<file path="src/hdl/tigu_pkg.sv">
// Purpose: Shared constants and types of the touch interrupt and pin unit
// Assumes: 25 MHz core clock, APB register access with 32-bit data
// Notes:   Register offsets are word indices; byte address is index times 4
package tigu_pkg;

  // ---------------------------------------------------------------------
  // Register word indices and byte address width
  // ---------------------------------------------------------------------
  localparam logic [9:0] IDX_INT_CFG = 10'h008;
  localparam logic [9:0] IDX_PIN_CFG = 10'h009;
  localparam logic [9:0] IDX_TST_LO = 10'h045;
  localparam logic [9:0] IDX_TST_HI = 10'h046;
  localparam logic [9:0] IDX_SCROLL = 10'h04b;
  localparam logic [9:0] IDX_EVT_STAT = 10'h050;
  localparam logic [9:0] IDX_EVT_CLR = 10'h051;
  localparam logic [9:0] IDX_EVT_EN = 10'h052;
  localparam int ADDR_W = 12;

  // ---------------------------------------------------------------------
  // Field positions and reset values
  // ---------------------------------------------------------------------
  localparam int GPIO_STAT_BIT = 15;
  localparam int EVT_TOUCH = 0;
  localparam int EVT_GPIO = 1;
  localparam int EVT_SLIDER = 2;
  localparam int EVT_N = 3;
  localparam logic [15:0] INT_CFG_RST = 16'h0000;
  localparam logic [15:0] PIN_CFG_RST = 16'h0002;

  // Pin mode field codes
  localparam logic [1:0] PM_OFF = 2'h0;
  localparam logic [1:0] PM_INPUT = 2'h1;
  localparam logic [1:0] PM_OUT_LO = 2'h2;
  localparam logic [1:0] PM_OUT_HI = 2'h3;

  // Trigger type field codes
  localparam logic [2:0] TRG_LOW = 3'h1;
  localparam logic [2:0] TRG_HIGH = 3'h2;
  localparam logic [2:0] TRG_FALL = 3'h5;
  localparam logic [2:0] TRG_RISE = 3'h6;
  localparam logic [2:0] TRG_BOTH = 3'h7;

  // ---------------------------------------------------------------------
  // Timing
  // ---------------------------------------------------------------------
  localparam int CLK_MHZ = 25;
  localparam int IRQ_PULSE_NS = 2000;
  localparam int IRQ_PULSE_CYC = (IRQ_PULSE_NS * CLK_MHZ) / 1000;
  localparam logic [7:0] PULSE_LOAD = 8'(IRQ_PULSE_CYC);

  // ---------------------------------------------------------------------
  // Register layouts
  // ---------------------------------------------------------------------
  typedef struct packed {
    logic [10:0] rsvd;
    logic guard_off;
    logic slider_en;
    logic open_drain;
    logic read_reset;
    logic act_high;
  } tigu_int_cfg_t;

  typedef struct packed {
    logic [10:0] rsvd;
    logic [2:0] trig;
    logic [1:0] mode;
  } tigu_pin_cfg_t;

endpackage

</file>
<file path="src/hdl/tigu_top.sv">
// Purpose: Interrupt output and general-purpose pin logic of a touch unit
// Assumes: Sensor events arrive as single-cycle pulses on clk_i
// Notes:   Overview of operation follows
`timescale 1ns/1ps
module tigu_top
  import tigu_pkg::*;
#(
  parameter int NSENS = 20
)(
  input wire logic clk_i, // Core clock, 25 MHz
  input wire logic rstn_i, // Synchronous reset, active low
  input wire logic psel, // APB select
  input wire logic penable, // APB enable
  input wire logic pwrite, // APB direction
  input wire logic [ADDR_W-1:0] paddr, // APB byte address
  input wire logic [31:0] pwdata, // APB write data
  output logic [31:0] prdata, // APB read data
  output logic pready, // APB ready
  output logic pslverr, // APB error, unmapped address
  input wire logic sens_evt_i, // Sensor touch/untouch event pulse
  input wire logic [4:0] sens_idx_i, // Sensor of the event
  input wire logic sens_touch_i, // 1 touch, 0 untouch
  input wire logic slider_evt_i, // Slider/scroll event pulse
  input wire logic [15:0] scroll_data_i, // Slider location and direction
  input wire logic [NSENS-1:0] excite_i, // Per-sensor excitation
  input wire logic [4:0] conv_sel_i, // Sensor being converted
  output logic guard_o, // Guard drive
  input wire logic gpio_i, // Pin level from pad
  output logic gpio_o, // Pin drive level
  output logic gpio_oe_o, // Pin drive enable
  output logic host_irq_n_o, // Interrupt pin level
  output logic host_irq_oe_o, // Interrupt pin drive enable
  output logic irq_o // Internal event interrupt
);

  if (NSENS < 1 || NSENS > 31)
  begin : g_bad_nsens
    $error("NSENS must be 1 to 31");
  end

  // ---------------------------------------------------------------------
  // APB decode
  // ---------------------------------------------------------------------
  wire logic [9:0] widx = paddr[ADDR_W-1:2];
  wire logic acc = psel && penable;
  wire logic done = acc && pready;
  wire logic wr_done = done && pwrite;
  wire logic rd_done = done && !pwrite;
  wire logic hit_icfg = (widx == IDX_INT_CFG);
  wire logic hit_pcfg = (widx == IDX_PIN_CFG);
  wire logic hit_tlo = (widx == IDX_TST_LO);
  wire logic hit_thi = (widx == IDX_TST_HI);
  wire logic hit_scr = (widx == IDX_SCROLL);
  wire logic hit_est = (widx == IDX_EVT_STAT);
  wire logic hit_eclr = (widx == IDX_EVT_CLR);
  wire logic hit_een = (widx == IDX_EVT_EN);
  wire logic mapped = hit_icfg | hit_pcfg | hit_tlo | hit_thi | hit_scr |
                      hit_est | hit_eclr | hit_een;

  // ---------------------------------------------------------------------
  // State
  // ---------------------------------------------------------------------
  tigu_int_cfg_t icfg;
  tigu_pin_cfg_t pcfg;
  logic [30:0] tstat, next_tstat;
  logic gpio_stat;
  logic [15:0] scroll;
  logic scroll_pend;
  logic touch_pend;
  logic [7:0] pulse_cnt;
  logic [EVT_N-1:0] evt_stat;
  logic [EVT_N-1:0] evt_en;
  logic rdy;
  logic [31:0] rdata_mux;
  logic g_s1, g_s2, g_s3;

  // ---------------------------------------------------------------------
  // Bus slave: one wait state, data latched from the mux
  // ---------------------------------------------------------------------
  always_comb
  begin
    rdata_mux = 32'h0000_0000;
    if (hit_icfg) rdata_mux = {16'h0000, icfg};
    if (hit_pcfg) rdata_mux = {16'h0000, pcfg};
    if (hit_tlo) rdata_mux = {16'h0000, tstat[15:0]};
    if (hit_thi) rdata_mux = {16'h0000, gpio_stat, tstat[30:16]};
    if (hit_scr) rdata_mux = {16'h0000, scroll};
    if (hit_est) rdata_mux = {29'h0000_0000, evt_stat};
    if (hit_een) rdata_mux = {29'h0000_0000, evt_en};
  end

  assign pready = rdy;
  assign pslverr = rdy && !mapped;

  // Ready and read data capture
  always_ff @(posedge clk_i)
  begin
    if (!rstn_i)
    begin
      rdy <= 1'b0;
      prdata <= 32'h0000_0000;
    end
    else
    begin
      rdy <= acc && !rdy;
      if (acc && !rdy && !pwrite)
        prdata <= rdata_mux;
    end
  end

  // Configuration writes
  always_ff @(posedge clk_i)
  begin
    if (!rstn_i)
    begin
      icfg <= INT_CFG_RST;
      pcfg <= PIN_CFG_RST;
      evt_en <= '0;
    end
    else if (wr_done && mapped)
    begin
      if (hit_icfg)
        icfg <= {11'h000, pwdata[4:0]};
      if (hit_pcfg)
        pcfg <= {11'h000, pwdata[4:0]};
      if (hit_een)
        evt_en <= pwdata[EVT_N-1:0];
    end
  end

  // ---------------------------------------------------------------------
  // Touch status, one bit per sensor
  // ---------------------------------------------------------------------
  for (genvar gi = 0; gi < 31; gi++)
  begin : g_tst
    assign next_tstat[gi] = (gi < NSENS && sens_evt_i &&
                             sens_idx_i == 5'(gi)) ? sens_touch_i :
                            tstat[gi];
  end

  always_ff @(posedge clk_i)
  begin
    if (!rstn_i)
      tstat <= '0;
    else
      tstat <= next_tstat;
  end

  // ---------------------------------------------------------------------
  // Pin input: synchroniser and trigger detect
  // ---------------------------------------------------------------------
  always_ff @(posedge clk_i)
  begin
    if (!rstn_i)
    begin
      g_s1 <= 1'b0;
      g_s2 <= 1'b0;
      g_s3 <= 1'b0;
    end
    else
    begin
      g_s1 <= gpio_i;
      g_s2 <= g_s1;
      g_s3 <= g_s2;
    end
  end

  // Trigger selection; unused codes match nothing
  wire logic in_mode = (pcfg.mode == PM_INPUT);
  wire logic fall = g_s3 && !g_s2;
  wire logic rise = !g_s3 && g_s2;
  wire logic trig_raw = (pcfg.trig == TRG_LOW && !g_s2) ||
                        (pcfg.trig == TRG_HIGH && g_s2) ||
                        (pcfg.trig == TRG_FALL && fall) ||
                        (pcfg.trig == TRG_RISE && rise) ||
                        (pcfg.trig == TRG_BOTH && (fall || rise));
  wire logic trig = in_mode && trig_raw;
  wire logic gpio_evt = trig && !gpio_stat;
  wire logic rd_tlo = rd_done && hit_tlo;
  wire logic rd_thi = rd_done && hit_thi;
  wire logic rd_scr = rd_done && hit_scr;

  // Pin status bit, set wins over read clear
  always_ff @(posedge clk_i)
  begin
    if (!rstn_i)
      gpio_stat <= 1'b0;
    else if (trig)
      gpio_stat <= 1'b1;
    else if (rd_thi)
      gpio_stat <= 1'b0;
  end

  // Pin drive by mode
  always_ff @(posedge clk_i)
  begin
    if (!rstn_i)
    begin
      gpio_oe_o <= 1'b1;
      gpio_o <= 1'b0;
    end
    else
    begin
      gpio_oe_o <= (pcfg.mode == PM_OUT_LO) || (pcfg.mode == PM_OUT_HI);
      gpio_o <= (pcfg.mode == PM_OUT_HI);
    end
  end

  // ---------------------------------------------------------------------
  // Interrupt sources and hold flags
  // ---------------------------------------------------------------------
  wire logic any_evt = sens_evt_i || gpio_evt || slider_evt_i;

  // Touch pending until low status read; scroll pending until scroll read
  always_ff @(posedge clk_i)
  begin
    if (!rstn_i)
    begin
      touch_pend <= 1'b0;
      scroll_pend <= 1'b0;
      scroll <= 16'h0000;
    end
    else
    begin
      if (sens_evt_i)
        touch_pend <= 1'b1;
      else if (rd_tlo)
        touch_pend <= 1'b0;
      if (slider_evt_i)
      begin
        scroll_pend <= 1'b1;
        scroll <= scroll_data_i;
      end
      else if (rd_scr)
        scroll_pend <= 1'b0;
    end
  end

  // Fixed-duration pulse counter, retriggered by each event
  always_ff @(posedge clk_i)
  begin
    if (!rstn_i)
      pulse_cnt <= 8'h00;
    else if (any_evt)
      pulse_cnt <= PULSE_LOAD;
    else if (pulse_cnt != 8'h00)
      pulse_cnt <= pulse_cnt - 8'h01;
  end

  // Asserted state by mode
  wire logic hold_slider = icfg.slider_en && scroll_pend;
  wire logic rr_active = touch_pend || gpio_stat;
  wire logic fx_active = (pulse_cnt != 8'h00);
  wire logic irq_active = (icfg.read_reset ? rr_active : fx_active) ||
                          hold_slider;

  // Output pin level and drive enable
  always_ff @(posedge clk_i)
  begin
    if (!rstn_i)
    begin
      host_irq_n_o <= 1'b1;
      host_irq_oe_o <= 1'b1;
    end
    else
    begin
      host_irq_n_o <= icfg.act_high ? irq_active : !irq_active;
      host_irq_oe_o <= !icfg.open_drain || irq_active;
    end
  end

  // Guard drive follows the converting sensor
  always_ff @(posedge clk_i)
  begin
    if (!rstn_i)
      guard_o <= 1'b0;
    else if (icfg.guard_off || conv_sel_i >= 5'(NSENS))
      guard_o <= 1'b0;
    else
      guard_o <= excite_i[conv_sel_i];
  end

  // ---------------------------------------------------------------------
  // Event status, clear and enable for the internal interrupt
  // ---------------------------------------------------------------------
  wire logic [EVT_N-1:0] evt_set = {slider_evt_i, gpio_evt, sens_evt_i};
  wire logic [EVT_N-1:0] evt_clr = (wr_done && hit_eclr) ?
                                   pwdata[EVT_N-1:0] : '0;

  // Set wins over clear
  always_ff @(posedge clk_i)
  begin
    if (!rstn_i)
      evt_stat <= '0;
    else
      evt_stat <= evt_set | (evt_stat & ~evt_clr);
  end

  assign irq_o = |(evt_stat & evt_en);
endmodule

</file>
<file path="config.mk">
export PLATFORM = sky130hd
export DESIGN_NAME = tigu_top
export DESIGN_NICKNAME = d
export VERILOG_FILES = /design/src/hdl/tigu_pkg.sv /design/src/hdl/tigu_top.sv
export SDC_FILE = /design/constraint.sdc
export NUM_CORES = 1
export LEC_CHECK = 0
export BUFFER_PORTS_ARGS = -buffer_cell sky130_fd_sc_hd__buf_2
export CAP_MARGIN = 10
export CORE_MARGIN = 4
export CORE_UTILIZATION = 45
export DETAILED_ROUTE_END_ITERATION = 10
export MAX_ROUTING_LAYER = met4
export PLACE_DENSITY_LB_ADDON = 0.08
export SYNTH_ARGS = -nofsm -noshare
export SYNTH_HDL_FRONTEND = slang
export SYNTH_SLANG_ARGS = --single-unit
</file>
<file path="constraint.sdc">
create_clock -name clk_i -period 4.9 [get_ports clk_i]
set_clock_uncertainty 0.1 [all_clocks]
set_input_delay 0.735 -clock clk_i [delete_from_list [all_inputs] [get_ports clk_i]]
set_output_delay 0.735 -clock clk_i [all_outputs]
set_load 0.05 [all_outputs]
</file>
==> metrics.txt <==
outcome=finished clean; grt met2 use=31.2%; placeable core area=9820 sq um; final WL=11.1 mm; fin crit period=3170 ps; Peak VDD IR=0.169 mV; Flop pwr share=53.9%; Power Internal=987 uW; hold buffers post-CTS=0; number of synthesized register bits=88; I/O Pins=139; total number of vias=3776; gr usage total=19.5%; Hold Fails Final Rpt=0; pre-CTS setup slack=1730 ps; maximum clock path buffer count=2; TritonCTS buffer count=9; Synth area leaders=dfxtp_1 39%, mux2i_1 13%, nor2b_1 7.7%, nand2_1 3.1%, buf_4 3.0%; slew of the pin with the lowest slew margin=873 ps; initial DRC count=207; clk sink count=88; synthesized cell area=4540 sq um; Layout area overhead=14.1%; Die ar.=11800 sq um; met3 usage=3.46%; layout cells sized above 1=21.1%; vias per inst=5.27; Synth cell types=59; height of the die=108 um; die width=108 um; Seq/Total Area, Yosys=38.8%; Net Sw Frac=28.6%; largest net degree at the start of global routing=58; Std-Cell Rows=36; max cap viols=0; GR peak layer=met2; Psw=395 uW; critical path class=in -> out; Setup Viol. Count Final=0; CP required=4070 ps; residual DRC count=0; antenna cells=0; Worst Path Arrival=2340 ps; root buffer cell=clkbuf_8; ys flop type=dfxtp_1; Synth area leader=dfxtp_1; total gr overflow=0; vias in the first global route=3532; post-CTS setup repair buffer count=0; IO buf count=93; CP Capture Type=output pin; power share of the clock group=32.4%; TNS Setup=0 ps; post-route design area=5180 sq um; Post-synth EDFFs=0; most common cell in the netlist=dfxtp_1; unrepaired setup endpoints after global routing=false; type of the tightest min-delay check=reg -> reg; TritonCTS clock tree=yes; Ys Warns=0; clock slew at reported path FFs=90 ps; DR pass1 iterations=4; Max Slew Vio Count=0; setup ws final=1730 ps; Clock Latency Late Sink=350 ps; RD Place Congestion=0.856; Worst Setup Start Kind=input pin; Initial Util=46.3%; Antenna Nets Post-Route=0; CP max FO=13; Pwr Total=1380 uW; combinational fraction of design power=13.7%; relative slew slack=41.8%; initial antenna violation count=0; reg2reg path depth=6; hold depth=1; routed length per instance=15.5 um; first-pass GRT wire length=17.8 mm; Post-Synthesis Cells=501; post-synth top area share=38.8%; H-tree depth=3; crit share post-route=64.7%; synth cell count leaders=88 x dfxtp_1, 59 x mux2i_1, 56 x nor2b_1; M1 GR Usage=25.4%; final HPWL from detailed placement=8.42 mm; fin nets=682; pwr dens=267 nW/um^2; post-place instance area=5010 sq um; post-cts repair resize count=0; Synth async-reset ratio=0%; leak pwr=0.00219 uW; Fmax=0.315 GHz; Avg Inst Size Synth=9.07 sq um
==> cells by family after synthesis <==
family / after synthesis / synth area share, %
flops: 88 / 38.8
mux: 62 / 14.0
fa+ha+maj: 4 / 1.10
other cells: 1 / 0.0826
simple gates: 201 / 26.0
buf+inv: 54 / 6.06
compound gates: 88 / 13.4
xor+xnor: 3 / 0.579
==> final timing paths <==
check                     from            end  slack (ps)
setup / recovery      paddr[2]        pslverr        1730
hold / removal         icfg[2]  host_irq_oe_o         350
setup reg to reg  pulse_cnt[0]   host_irq_n_o        2900
hold reg to reg        icfg[2]  host_irq_oe_o         350
==> final cells by class <==
cell class	instances	area, sq um
Tap cell	133	166
Inverter	11	41.3
Clock buffer	9	124
Sequential cell	88	1760
Clock inverter	7	46.3
Timing Repair Buffer	95	480
Multi-Input combinational cell	374	2560
Fill cell	989	4640
==> metal layers <==
layer / part of all wire (%) / wire [um] / up-vias
li1: - / - / 1907
met1: 46 / 5080 / 1754
met2: 48 / 5280 / 102
met3: 5.5 / 612 / 13
met4: 1.0 / 114 / 0
met5: 0 / 0 / -
==> stage by stage <==
stage | util [%] | hold slack (ps) | instances
finish | 52.8 | 348 | 717
floorplan | - | 280 | 516
global route | 52.8 | 371 | 717
detailed placement | 51.0 | 318 | 701
CTS | 52.8 | 352 | 717
global placement | 51.0 | 317 | 701
==> worst max-delay path, cell delays in order <==
cell      delay (ps)
buf_2            250
nor4b_2          520
nand2_1          190
a311oi_1         310
a21oi_1          110
buf_2            220
==> power groups by stage <==
stage / logic [uW] / registers [uW] / clock network, uW
floorplan: 130 / 768 / 0
global placement: 186 / 761 / 0
detailed placement: 188 / 761 / 0
CTS: 189 / 745 / 462
global route: 207 / 747 / 493
finish: 189 / 745 / 448
==> state kept, by name, summed over array words and instances, names as in the netlist <==
register and count:
host_irq_oe_o 1, icfg 5, gpio_oe_o 1, scroll_pend 1, evt_stat 3, prdata 16, host_irq_n_o 1, gpio_stat 1
guard_o 1, g_s2 1, scroll 16, tstat 20, gpio_o 1, pready 1, pulse_cnt 8, evt_en 3
g_s3 1, g_s1 1, touch_pend 1, pcfg 5
==> placed cells by master, fill, tap and decap left out, types with 3 or more instances in the layout <==
master / instances
buf_2: 93
dfxtp_1: 88
mux2i_1: 59
nor2b_1: 56
nand2_1: 37
o21ai_0: 17
nand3_1: 17
conb_1: 16
and2_1: 15
nor2_1: 13
nor3_1: 12
inv_1: 11
o21ai_1: 11
a22oi_1: 10
nand2b_1: 10
a21oi_1: 9
clkbuf_8: 9
a21boi_1: 7
and3_1: 6
nor3b_1: 5
nand4_1: 5
a31oi_1: 5
nand3b_1: 4
a211oi_1: 4
a32o_1: 4
ha_1: 4
clkinv_2: 4
nor3_2: 3
and4_1: 3
o211ai_1: 3
xnor2_1: 3
a311oi_2: 3
(Power assumes the default switching activity.)
